===== src/tw_pkg.sv =====
// Package of register map and constants for the two-wire slave flag block
package tw_pkg;
   localparam logic [7:0] OFF_CTRL = 8'h00;
   localparam logic [7:0] OFF_STATUS = 8'h04;
   localparam logic [7:0] OFF_CMD = 8'h08;
   localparam logic [7:0] OFF_DATA = 8'h0C;
   localparam logic [7:0] OFF_IRQ_STAT = 8'h10;
   localparam logic [7:0] OFF_IRQ_CLR = 8'h14;
   localparam logic [7:0] OFF_IRQ_EN = 8'h18;
   localparam logic [7:0] OFF_ADDR = 8'h1C;
   // Control fields
   localparam int CTRL_EN_BIT = 0;
   localparam int CTRL_TMO_EN_BIT = 1;
   // Status fields (write 1 clears flags)
   localparam int ST_ADDRESS_STOP_IRQ_FLAG_BIT = 0;
   localparam int ST_DIF_BIT = 1;
   localparam int ST_COLL_BIT = 2;
   localparam int ST_HOLD_BIT = 3;
   localparam int ST_IDLE_BIT = 4;
   localparam int ST_STOP_BIT = 5;
   localparam int ST_DIR_BIT = 6;
   localparam int ST_SCL_BIT = 7;
   // Slave response command field
   localparam logic [1:0] CMD_RESPONSE = 2'h3;
   localparam int CMD_ACKN_BIT = 2;
   // Interrupt event bits
   localparam int EV_ADDR = 0;
   localparam int EV_DATA = 1;
   localparam int EV_STOP = 2;
   localparam int EV_TMO = 3;
   localparam int EV_W = 4;
   // Reset values
   localparam logic [1:0] CTRL_RST = 2'h0;
   localparam logic [6:0] ADDR_RST = 7'h00;
   // Bus timeout: high level time on both lines
   localparam int CLK_HZ = 40000000;
   localparam int TMO_US = 50;
   localparam int TMO_CYC = (TMO_US * (CLK_HZ / 1000000));
   localparam logic [1:0] AXI_OKAY = 2'h0;
   localparam logic [1:0] AXI_SLVERR = 2'h2;
   typedef enum {ST_IDLE, ST_ADDR, ST_HOLD, ST_DATA, ST_ACK} tw_state_t;
endpackage


===== src/tw_slave.sv =====
// Two-wire slave with flag handling, AXI4-Lite register access
// Behaviour
// Collision flag clears on START and stays on a repeated START.
// Software clears the collision flag itself after address interrupt.
// Address/stop flag sets when a matching address is received.
// Clearing the address/stop flag releases clock hold and SCL.
// A clear in the same cycle as an address set keeps SCL held.
// Software clears the flag only when idle or while SCL is low.
// Timeout in the same cycle as START drops that transaction.
// Data flag clears one cycle after the response command.
// Software waits one cycle after the command before testing data flag.
//
// The placing of the registers and the AXI4-Lite slave port are this design's own decisions.
`timescale 1ns/10ps
module tw_slave
   import tw_pkg::*;
   (
   // Clock and reset
   input wire logic CLK,
   input wire logic RESET_N,
   // AXI4-Lite slave
   input wire logic [7:0] S_AWADDR,
   input wire logic S_AWVALID,
   output logic S_AWREADY,
   input wire logic [31:0] S_WDATA,
   input wire logic [3:0] S_WSTRB,
   input wire logic S_WVALID,
   output logic S_WREADY,
   output logic [1:0] S_BRESP,
   output logic S_BVALID,
   input wire logic S_BREADY,
   input wire logic [7:0] S_ARADDR,
   input wire logic S_ARVALID,
   output logic S_ARREADY,
   output logic [31:0] S_RDATA,
   output logic [1:0] S_RRESP,
   output logic S_RVALID,
   input wire logic S_RREADY,
   // Two-wire pins
   input wire logic SCL_I,
   output logic SCL_O,
   output logic SCL_OE,
   input wire logic SDA_I,
   output logic SDA_O,
   output logic SDA_OE,
   // Interrupt
   output logic IRQ
   );

   logic scl_m, scl_s, sda_m, sda_s, scl_d, sda_d;
   logic [1:0] ctrl_ff;
   logic [6:0] addr_ff;
   logic address_stop_irq_flag_ff, dif_ff, coll_ff, hold_ff, stop_ff, dir_ff, busy_ff;
   logic [3:0] irq_st_ff, irq_en_ff;
   logic dif_clr_ff, ack_ff;
   logic [7:0] shift_ff, txd_ff, rxd_ff;
   logic [3:0] bit_ff;
   logic [15:0] tmo_ff;
   logic sda_oe_ff;
   tw_state_t st_ff;
   logic [7:0] aw_ff;
   logic aw_v_ff, w_v_ff;
   logic [31:0] wd_ff;
   logic [3:0] ws_ff;

   ////////////////////////////////////////////////////////////////////////
   // Pin synchronisers and bus conditions
   always_ff @(posedge CLK) begin
      scl_m <= SCL_I;
      scl_s <= scl_m;
      scl_d <= scl_s;
      sda_m <= SDA_I;
      sda_s <= sda_m;
      sda_d <= sda_s;
   end

   logic scl_rise, scl_fall, start_det, stop_det, tmo_hit, en;
   assign en = ctrl_ff[CTRL_EN_BIT];
   assign scl_rise = scl_s & ~scl_d;
   assign scl_fall = ~scl_s & scl_d;
   assign start_det = scl_s & scl_d & sda_d & ~sda_s;
   assign stop_det = scl_s & scl_d & ~sda_d & sda_s;
   assign tmo_hit = ctrl_ff[CTRL_TMO_EN_BIT] && busy_ff &&
                    (tmo_ff == 16'(TMO_CYC - 1));

   ////////////////////////////////////////////////////////////////////////
   // AXI4-Lite handshakes and write path
   logic wr_go, rd_go;
   assign S_AWREADY = ~aw_v_ff & ~S_BVALID;
   assign S_WREADY = ~w_v_ff & ~S_BVALID;
   assign wr_go = aw_v_ff & w_v_ff & ~S_BVALID;
   assign S_ARREADY = ~S_RVALID;
   assign rd_go = S_ARVALID & S_ARREADY;

   always_ff @(posedge CLK) begin
      if (!RESET_N) begin
         aw_v_ff <= 1'b0;
         w_v_ff <= 1'b0;
         aw_ff <= 8'h00;
         wd_ff <= 32'h00000000;
         ws_ff <= 4'h0;
         S_BVALID <= 1'b0;
         S_BRESP <= AXI_OKAY;
      end else begin
         if (S_AWVALID && S_AWREADY) begin
            aw_v_ff <= 1'b1;
            aw_ff <= S_AWADDR;
         end
         if (S_WVALID && S_WREADY) begin
            w_v_ff <= 1'b1;
            wd_ff <= S_WDATA;
            ws_ff <= S_WSTRB;
         end
         if (wr_go) begin
            aw_v_ff <= 1'b0;
            w_v_ff <= 1'b0;
            S_BVALID <= 1'b1;
            S_BRESP <= (aw_ff[7:2] <= OFF_ADDR[7:2]) ? AXI_OKAY : AXI_SLVERR;
         end else if (S_BREADY) begin
            S_BVALID <= 1'b0;
         end
      end
   end

   logic wb0;
   logic w_ctrl, w_stat, w_cmd, w_data, w_iclr, w_ien, w_addr;
   assign wb0 = wr_go & ws_ff[0];
   assign w_ctrl = wb0 && aw_ff[7:2] == OFF_CTRL[7:2];
   assign w_stat = wb0 && aw_ff[7:2] == OFF_STATUS[7:2];
   assign w_cmd = wb0 && aw_ff[7:2] == OFF_CMD[7:2];
   assign w_data = wb0 && aw_ff[7:2] == OFF_DATA[7:2];
   assign w_iclr = wb0 && aw_ff[7:2] == OFF_IRQ_CLR[7:2];
   assign w_ien = wb0 && aw_ff[7:2] == OFF_IRQ_EN[7:2];
   assign w_addr = wb0 && aw_ff[7:2] == OFF_ADDR[7:2];

   always_ff @(posedge CLK) begin
      if (!RESET_N) begin
         ctrl_ff <= CTRL_RST;
         addr_ff <= ADDR_RST;
         irq_en_ff <= 4'h0;
         txd_ff <= 8'h00;
      end else begin
         if (w_ctrl) ctrl_ff <= wd_ff[1:0];
         if (w_addr) addr_ff <= wd_ff[6:0];
         if (w_ien) irq_en_ff <= wd_ff[3:0];
         if (w_data) txd_ff <= wd_ff[7:0];
      end
   end

   ////////////////////////////////////////////////////////////////////////
   // Slave bus engine
   logic addr_ev, data_ev, address_stop_irq_flag_clr, resp_cmd;
   logic clr_race;
   assign address_stop_irq_flag_clr = w_stat & wd_ff[ST_ADDRESS_STOP_IRQ_FLAG_BIT];
   assign resp_cmd = w_cmd && wd_ff[1:0] == CMD_RESPONSE;
   // Address match at the eighth bit's falling edge
   assign addr_ev = en && st_ff == ST_ADDR && scl_fall && bit_ff == 4'h8 &&
                    shift_ff[7:1] == addr_ff;
   assign data_ev = en && st_ff == ST_DATA && scl_fall && bit_ff == 4'h8;
   assign clr_race = address_stop_irq_flag_clr & addr_ev;

   always_ff @(posedge CLK) begin
      if (!RESET_N) begin
         st_ff <= ST_IDLE;
         bit_ff <= 4'h0;
         shift_ff <= 8'h00;
         rxd_ff <= 8'h00;
         dir_ff <= 1'b0;
         sda_oe_ff <= 1'b0;
         ack_ff <= 1'b0;
      end else if (!en || stop_det || tmo_hit) begin
         // Timeout beside START drops the new transaction
         st_ff <= ST_IDLE;
         sda_oe_ff <= 1'b0;
      end else if (start_det) begin
         st_ff <= ST_ADDR;
         bit_ff <= 4'h0;
         sda_oe_ff <= 1'b0;
      end else begin
         case (st_ff)
            ST_IDLE: begin
            end
            ST_ADDR, ST_DATA: begin
               if (scl_rise && bit_ff != 4'h8) begin
                  shift_ff <= {shift_ff[6:0], sda_s};
                  bit_ff <= bit_ff + 4'h1;
               end
               if (scl_fall && dir_ff && st_ff == ST_DATA && bit_ff != 4'h8)
                  sda_oe_ff <= ~shift_ff[7];
               if (addr_ev) begin
                  dir_ff <= shift_ff[0];
                  st_ff <= ST_HOLD;
               end else if (st_ff == ST_ADDR && scl_fall && bit_ff == 4'h8) begin
                  st_ff <= ST_IDLE;
               end else if (data_ev) begin
                  if (!dir_ff) rxd_ff <= shift_ff;
                  st_ff <= ST_HOLD;
               end
            end
            ST_HOLD: begin
               if (resp_cmd) begin
                  ack_ff <= ~wd_ff[CMD_ACKN_BIT];
                  sda_oe_ff <= ~dir_ff & ~wd_ff[CMD_ACKN_BIT];
                  st_ff <= ST_ACK;
               end
            end
            ST_ACK: begin
               if (scl_fall) begin
                  bit_ff <= 4'h0;
                  shift_ff <= txd_ff;
                  sda_oe_ff <= dir_ff & ~txd_ff[7];
                  st_ff <= ack_ff ? ST_DATA : ST_IDLE;
               end
            end
            default: st_ff <= ST_IDLE;
         endcase
      end
   end

   ////////////////////////////////////////////////////////////////////////
   // Flags
   always_ff @(posedge CLK) begin
      if (!RESET_N) begin
         address_stop_irq_flag_ff <= 1'b0;
         hold_ff <= 1'b0;
         stop_ff <= 1'b0;
      end else begin
         if (addr_ev) begin
            address_stop_irq_flag_ff <= 1'b1;
            hold_ff <= 1'b1;
         end else if (stop_det && busy_ff) begin
            address_stop_irq_flag_ff <= 1'b1;
            stop_ff <= 1'b1;
         end else if (address_stop_irq_flag_clr) begin
            address_stop_irq_flag_ff <= 1'b0;
            stop_ff <= 1'b0;
         end
         // Hold released by clear, kept on the race cycle
         if (address_stop_irq_flag_clr && !clr_race) hold_ff <= 1'b0;
         else if (data_ev) hold_ff <= 1'b1;
         else if (resp_cmd && st_ff == ST_HOLD && !address_stop_irq_flag_ff) hold_ff <= 1'b0;
      end
   end

   always_ff @(posedge CLK) begin
      if (!RESET_N) begin
         dif_ff <= 1'b0;
         dif_clr_ff <= 1'b0;
      end else begin
         // Delayed clear after response command
         dif_clr_ff <= resp_cmd;
         if (data_ev) dif_ff <= 1'b1;
         else if (dif_clr_ff || (w_stat && wd_ff[ST_DIF_BIT])) dif_ff <= 1'b0;
      end
   end

   always_ff @(posedge CLK) begin
      if (!RESET_N) begin
         coll_ff <= 1'b0;
         busy_ff <= 1'b0;
         tmo_ff <= 16'h0000;
      end else begin
         // Set on lost arbitration of driven data
         if (sda_oe_ff == 1'b0 && dir_ff && st_ff == ST_DATA && scl_rise &&
             !sda_s && shift_ff[7])
            coll_ff <= 1'b1;
         else if (start_det && !busy_ff)
            coll_ff <= 1'b0;
         else if (w_stat && wd_ff[ST_COLL_BIT])
            coll_ff <= 1'b0;
         if (start_det) busy_ff <= 1'b1;
         else if (stop_det || tmo_hit) busy_ff <= 1'b0;
         if (!busy_ff || !(scl_s && sda_s)) tmo_ff <= 16'h0000;
         else tmo_ff <= tmo_ff + 16'h0001;
      end
   end

   ////////////////////////////////////////////////////////////////////////
   // Interrupts and read path
   logic [3:0] ev;
   assign ev = {tmo_hit, stop_det & busy_ff, data_ev, addr_ev};
   always_ff @(posedge CLK) begin
      if (!RESET_N) irq_st_ff <= 4'h0;
      else irq_st_ff <= ev | (irq_st_ff & ~(w_iclr ? wd_ff[3:0] : 4'h0));
   end
   assign IRQ = |(irq_st_ff & irq_en_ff);

   logic [31:0] rd_val;
   always_comb begin
      rd_val = 32'h00000000;
      case (S_ARADDR[7:2])
         OFF_CTRL[7:2]: rd_val[1:0] = ctrl_ff;
         OFF_STATUS[7:2]: rd_val[7:0] = {scl_s, dir_ff, stop_ff, ~busy_ff,
                                         hold_ff, coll_ff, dif_ff, address_stop_irq_flag_ff};
         OFF_DATA[7:2]: rd_val[7:0] = rxd_ff;
         OFF_IRQ_STAT[7:2]: rd_val[3:0] = irq_st_ff;
         OFF_IRQ_EN[7:2]: rd_val[3:0] = irq_en_ff;
         OFF_ADDR[7:2]: rd_val[6:0] = addr_ff;
         default: rd_val = 32'h00000000;
      endcase
   end

   always_ff @(posedge CLK) begin
      if (!RESET_N) begin
         S_RVALID <= 1'b0;
         S_RDATA <= 32'h00000000;
         S_RRESP <= AXI_OKAY;
      end else if (rd_go) begin
         S_RVALID <= 1'b1;
         S_RDATA <= rd_val;
         S_RRESP <= (S_ARADDR[7:2] <= OFF_ADDR[7:2]) ? AXI_OKAY : AXI_SLVERR;
      end else if (S_RREADY) begin
         S_RVALID <= 1'b0;
      end
   end

   assign SCL_O = 1'b0;
   assign SCL_OE = hold_ff & ~scl_s;
   assign SDA_O = 1'b0;
   assign SDA_OE = sda_oe_ff;
endmodule


===== config.mk =====
export PLATFORM = sky130hd
export DESIGN_NAME = tw_slave
export DESIGN_NICKNAME = d
export VERILOG_FILES = /design/src/tw_pkg.sv /design/src/tw_slave.sv
export SDC_FILE = /design/constraint.sdc
export NUM_CORES = 1
export LEC_CHECK = 0
export BUFFER_PORTS_ARGS = -buffer_cell sky130_fd_sc_hd__buf_2
export CAP_MARGIN = 20
export CORE_UTILIZATION = 41
export CTS_BUF_LIST = sky130_fd_sc_hd__clkbuf_2
export DETAILED_ROUTE_END_ITERATION = 10
export HOLD_SLACK_MARGIN = 0.05
export PLACE_DENSITY = 0.67
export SYNTH_ARGS = -nofsm -noshare
export SYNTH_HDL_FRONTEND = slang
export SYNTH_SLANG_ARGS = --single-unit

===== constraint.sdc =====
create_clock -name CLK -period 2.2 [get_ports CLK]
set_clock_uncertainty 0.15 [all_clocks]
set_input_delay 0.33 -clock CLK [delete_from_list [all_inputs] [get_ports CLK]]
set_output_delay 0.33 -clock CLK [all_outputs]
set_load 0.1 [all_outputs]

# ---- Yosys cells after proc, flatten, opt, wreduce, memory -nomap -nowiden
# Cells that the tools add are included.
dict set report totals {
  register_bits 142
  output_inout_bits 46
}
dict set report op_classes {
  n_addsub 2
  order_cmp 2
  n_eq_ne 33
  muxes 43
  n_bitwise 43
  reduce_logical 79
}
# cell count
set ops {}
lappend ops {{2-to-1 mux 32 bit} 5}
lappend ops {{case mux 32 bit (4 select lines)} 1}
lappend ops {{equality test 32 x 2 -> 1 bit (second input constant)} 3}
lappend ops {{equality test 32 x 3 -> 1 bit (second input constant)} 3}
lappend ops {{logical AND 1 bit} 38}
lappend ops {{equality test 6 x 3 -> 1 bit (second input constant)} 6}
lappend ops {{equality test 32 x 1 -> 1 bit (second input constant)} 1}
lappend ops {{logical NOT 32 bit} 1}
lappend ops {{AND reduction 4 bit} 6}
lappend ops {{2-to-1 mux 1 bit} 21}
lappend ops {{inverter 1 bit} 20}
lappend ops {{bitwise AND 1 bit} 19}
lappend ops {{equality test 6 x 2 -> 1 bit (second input constant)} 3}
lappend ops {{adder 16 x 1 -> 16 bit (second input constant)} 1}
lappend ops {{equality test 16 x 11 -> 1 bit (second input constant)} 1}
lappend ops {{2-to-1 mux 4 bit} 4}
lappend ops {{2-to-1 mux 8 bit} 2}
lappend ops {{case mux 8 bit (2 select lines)} 1}
lappend ops {{nonzero test 3 bit} 5}
lappend ops {{equality test 6 x 1 -> 1 bit (second input constant)} 2}
lappend ops {{less-or-equal comparator 6 x 3 -> 1 bit (second input constant)} 2}
lappend ops {{logical NOT 6 bit} 2}
lappend ops {{case mux 2 bit (6 select lines)} 1}
lappend ops {{nonzero test 2 bit} 6}
lappend ops {{25 further kinds} 48}

# ---- Logic depth before layout (Yosys ltp)
dict set report logic_depth {
  depth_word 9
  mapped_depth 7
  mapped_depth_nobuf 7
}

# ---- Least setup slack after synthesis
# No wires, ideal clock.
dict set report synth_timing {
  path_kind {register to register}
  from {register S_BVALID}
  to {register aw_ff[2]}
  setup_time_ns 0.128
  t_arrival_ns 2.955
  required_ns 1.922
  slack_ns -1.032
  stages_incl_launch_ff 6
  synth_period_minus_slack_ns 3.232
  path_cell_list {dfxtp_1 > nor2_1 > and2_1 > clkbuf_1 > mux2i_1 > nor2_1}
}
dict set report synth_via {
  elab_chain_len 3
}
# element line
set synth_rtl {}
lappend synth_rtl {{start: declaration} tw_slave.sv:30} ;# output logic S_BVALID,
lappend synth_rtl {{start signal: assignment} tw_slave.sv:102} ;# S_BVALID <= 1'b0;
lappend synth_rtl {{start signal: assignment} tw_slave.sv:117} ;# S_BVALID <= 1'b1;
lappend synth_rtl {{start signal: assignment} tw_slave.sv:120} ;# S_BVALID <= 1'b0;
lappend synth_rtl {{inverter 1 bit} tw_slave.sv:89} ;# assign S_AWREADY = ~aw_v_ff & ~S_BVALID;
lappend synth_rtl {{bitwise AND 1 bit} tw_slave.sv:89}
lappend synth_rtl {{net S_AWREADY} tw_slave.sv:24} ;# output logic S_AWREADY,
lappend synth_rtl {{logical AND 1 bit} tw_slave.sv:105} ;# if (S_AWVALID && S_AWREADY) begin
lappend synth_rtl {{end signal: assignment} tw_slave.sv:99} ;# aw_ff <= 8'h00;
lappend synth_rtl {{end signal: assignment} tw_slave.sv:107} ;# aw_ff <= S_AWADDR;
lappend synth_rtl {{end: declaration} tw_slave.sv:61} ;# logic [7:0] aw_ff;
# The timed path passes the listed nets, and every way through them passes these cells.
# A chain may end at the register's enable or synchronous reset.

# ---- Worst setup path after layout
dict set report layout_timing {
  from {register aw_ff[7]}
  to {register ack_ff}
}
dict set report layout_via {
  elab_chain_len 4
}
# element line
set layout_rtl {}
lappend layout_rtl {{equality test 6 x 2 -> 1 bit} tw_slave.sv:130} ;# assign w_cmd = wb0 && aw_ff[7:2] == OFF_CMD[7:2];
lappend layout_rtl {{logical AND 1 bit} tw_slave.sv:130}
lappend layout_rtl {{logical AND 1 bit} tw_slave.sv:155} ;# assign resp_cmd = w_cmd && wd_ff[1:0] == CMD_RESPONSE;
lappend layout_rtl {{AND reduction 4 bit (no line)} n/a}
lappend layout_rtl {{end signal: assignment} tw_slave.sv:202} ;# ack_ff <= ~wd_ff[CMD_ACKN_BIT];
lappend layout_rtl {{end: declaration} tw_slave.sv:55} ;# logic dif_clr_ff, ack_ff;
# Every way passes these cells.

==> results.yml <==
synthesis:
  synth-simple-area-share: 0.2313
  syn_inst: 575
  synth_top_family_by_area: "simple AND/OR/NAND/NOR gates"
  synthAdderAreaFrac: 0.007259
  synth_area_um2: 5171
  ys.flop_type: "dfxtp_1"
  synth_area_leaders: "dfxtp_1, mux2i_1, nor2_1"
  async_flop_share: 0
  synth-edff-count: 0
  yosysTopAreaCell: "dfxtp_1"
  synth_mux_area_frac: 0.1319
  yosysTopAreaCellShare: 0.4220
  synth.distinct_cells: 69
  synth_compound_area_frac: 0.09993
  yosysWarnings: 0
  ys_ff_latch: 109
  yosysSeqAreaShare: 0.4220
  avgSynthCellArea_um2: 8.993
  yosys.area_share.xor_xnor: 0.03218
finish:
  final_nets: 726
  diodes: 0
  final_cell_mix: "dfxtp_1, nor2_1, mux2i_1"
  multi_input_area_um2: 2743
  fin_cells: 835
  stdcell_area_um2: 6040
  area_growth_pct: 16.79
  utilization: 0.4966
  fillCellCount: 1166
  register_area_um2: 2186
  drive_gt1_frac: 0.1934
  final_common_cell: "dfxtp_1"
route:
  drt-total-wl_mm: 12.06
  highest_layer: "met4"
  ant_nets: 0
  met3_length_um: 513
  dr_wl_met2_mm: 5.444
  wl_per_cell_um: 14.44
  routed_via_density: 5.134
  dr_total_vias: 4287
  route.detailed.drc: 0
  drt_iter0_markers: 237
  drt-pass1-iter-count: 5
  wl_met1_mm: 5.876
setup_path:
  worst_setup_path_end_kind: "register"
  max_stage_delay_ns: 0.56
  critical_path.max_fanout: 5
  cp_data_arrival_time_ns: 2.49
  critPathKind: "reg2reg"
  crit_chain: "or4b_4 -> nor4_4 -> buf_4 -> nand2_2 -> or3_1 -> a21oi_1"
  start_kind: "register"
  cp.required_ns: 2.59
  critPathSlowestCell: "or4b_4"
power_and_ir_drop:
  p_per_area_nw_per_um2: 578.7
  leakagePower_nw: 2.449
  switching_share: 0.3385
  p_seq_frac: 0.591
  p_sw_mw: 1.183
  clkPwrFrac: 0.240
  power_mw: 3.495
  p_int_mw: 2.312
  combPwrFrac: 0.169
  ir_worst_vdd_mv: 0.2347
placed_design:
  placed_area_um2: 5659
  place_congestion: 0.8706
  post-place-ws_ns: 0.09889
  dp_hpwl_mm: 8.762
  io_buffer_count: 47
  dp.cells: 793
floorplanning:
  fp.coreArea_um2: 12160
  design.die.area_um2: 13070
  die_h_um: 114.3
  rows: 40
  die_width_um: 114.3
  io_pins: 107
  initial_core_util: 0.4252
cts:
  cts_tree: "done"
  cts_made_buffers: 9
  cts_root_buffer: "clkbuf_2"
  clk-insertion-delay-late_ns: 0.59
  path_clk_slew_ns: 0.28
  clock-sinks: 109
  cts.htree.levels: 3
  clk_path_buf_depth: 2
sta:
  timing.final.crit_share: 0.9563
  final-max-slew-violation-count: 0
  setup_ws_ns: 0.09616
  finalHoldWorstSlack_ns: 0.08606
  fin_tns_setup_ns: 0
  finalCriticalPeriod_ns: 2.104
  max_freq_ghz: 0.4753
  grt_setup_unrepaired: "no"
  hold_viol: 0
  setup_violations: 0
global_route:
  grt_pass1_vias: 4072
  antenna_found_initial: 0
  globalRoute.totalOverflow: 0
  grt_max_degree: 39
  gr-usage-all-layers: 0.1912
  grt_pass1_wl_mm: 19.68
flow_run:
  maxCapViolCount: 0
min_path:
  hp-class: "in2reg"
run_status:
  status: "finished, final reports clean"
-- path summary, 6_finish.rpt --
check	from	endpoint	slack (ns)	cells past startpoint
max	aw_ff[7]$_SDFFE_PN0P_	ack_ff$_SDFFE_PN0P_	0.1	6
min	S_ARADDR[5]	S_RDATA[7]$_SDFFE_PN0P_	0.09	6
max reg2reg	aw_ff[7]$_SDFFE_PN0P_	ack_ff$_SDFFE_PN0P_	0.1	6
min reg2reg	sda_m$_DFF_P_	sda_s$_DFF_P_	0.20	0
-- power groups by stage --
stage / logic, mW / clock network, mW / registers, mW
6_report: 0.592 / 0.838 / 2.07
5_1_grt: 0.623 / 0.953 / 2.07
4_1_cts: 0.587 / 0.861 / 2.07
3_5_place_dp: 0.551 / 0 / 2.10
3_3_place_gp: 0.545 / 0 / 2.10
2_1_floorplan: 0.440 / 0 / 2.15
-- metal layers --
layer	global-route usage	up-vias
met1	0.2534	2020
met4	0.06926	0
li1	-	2134
met2	0.3119	115
met3	0.03388	18
met5	0	-
-- cell type report --
cell class	count	area share
clock buffers	9	0.007458
clock inverters	7	0.007872
inverters	16	0.009944
multi-input cells	420	0.4541
flip-flops and latches	109	0.3619
well taps	168	0.03480
repair buffers	106	0.1239
-- sequential cells by signal, summed over array words and instances, names as in the netlist, 6 cells and up --
name and count:
addr_ff 7, aw_ff 6, rxd_ff 8, wd_ff 8, S_RDATA 8, shift_ff 8, txd_ff 8, tmo_ff 16
-- cell usage after synthesis (5+ instances only) --
cell      count
buf_4        28
xnor2_1       6
nand2_1      46
a31oi_1       6
nand3_1      13
a211oi_1      9
a21oi_1      15
o21ai_0      11
dfxtp_1     109
o211ai_1      5
nor2_1       81
a22oi_1       6
nand4_1       8
mux2i_1      58
nor4_1        6
and2_1        5
mux2_2        9
clkbuf_1     22
buf_2         5
nor3_1       16
xor2_1       13
inv_1        16
or3_1         5
nor2b_1       6
-- critical path: cells and delay by family, from the launching register on --
kind                   cells  cell delay, ns
and+or+nand+nor            4            1.18
buffers and inverters      1            0.19
AOI/OAI and AO/OA          1            0.14
DFF                        1            0.40
-- logic make-up after synthesis --
kind of cell	after synthesis
XOR/XNOR	19
multiplexers	67
AND/OR/NAND/NOR	228
AO/OA/AOI/OAI	75
other	1
adder cells (fa/ha/maj)	3
buffers and inverters	73
flip-flops	109
-- what timing repair did --
action | in CTS | in global routing
endpoints found under the hold margin | 28 | 0
buffers inserted | 0 | 0
endpoints found under the setup margin | 2 | 7
resized for setup | 2 | 6
hold buffers | 26 | 0
Power figures use the tool's default switching activity.
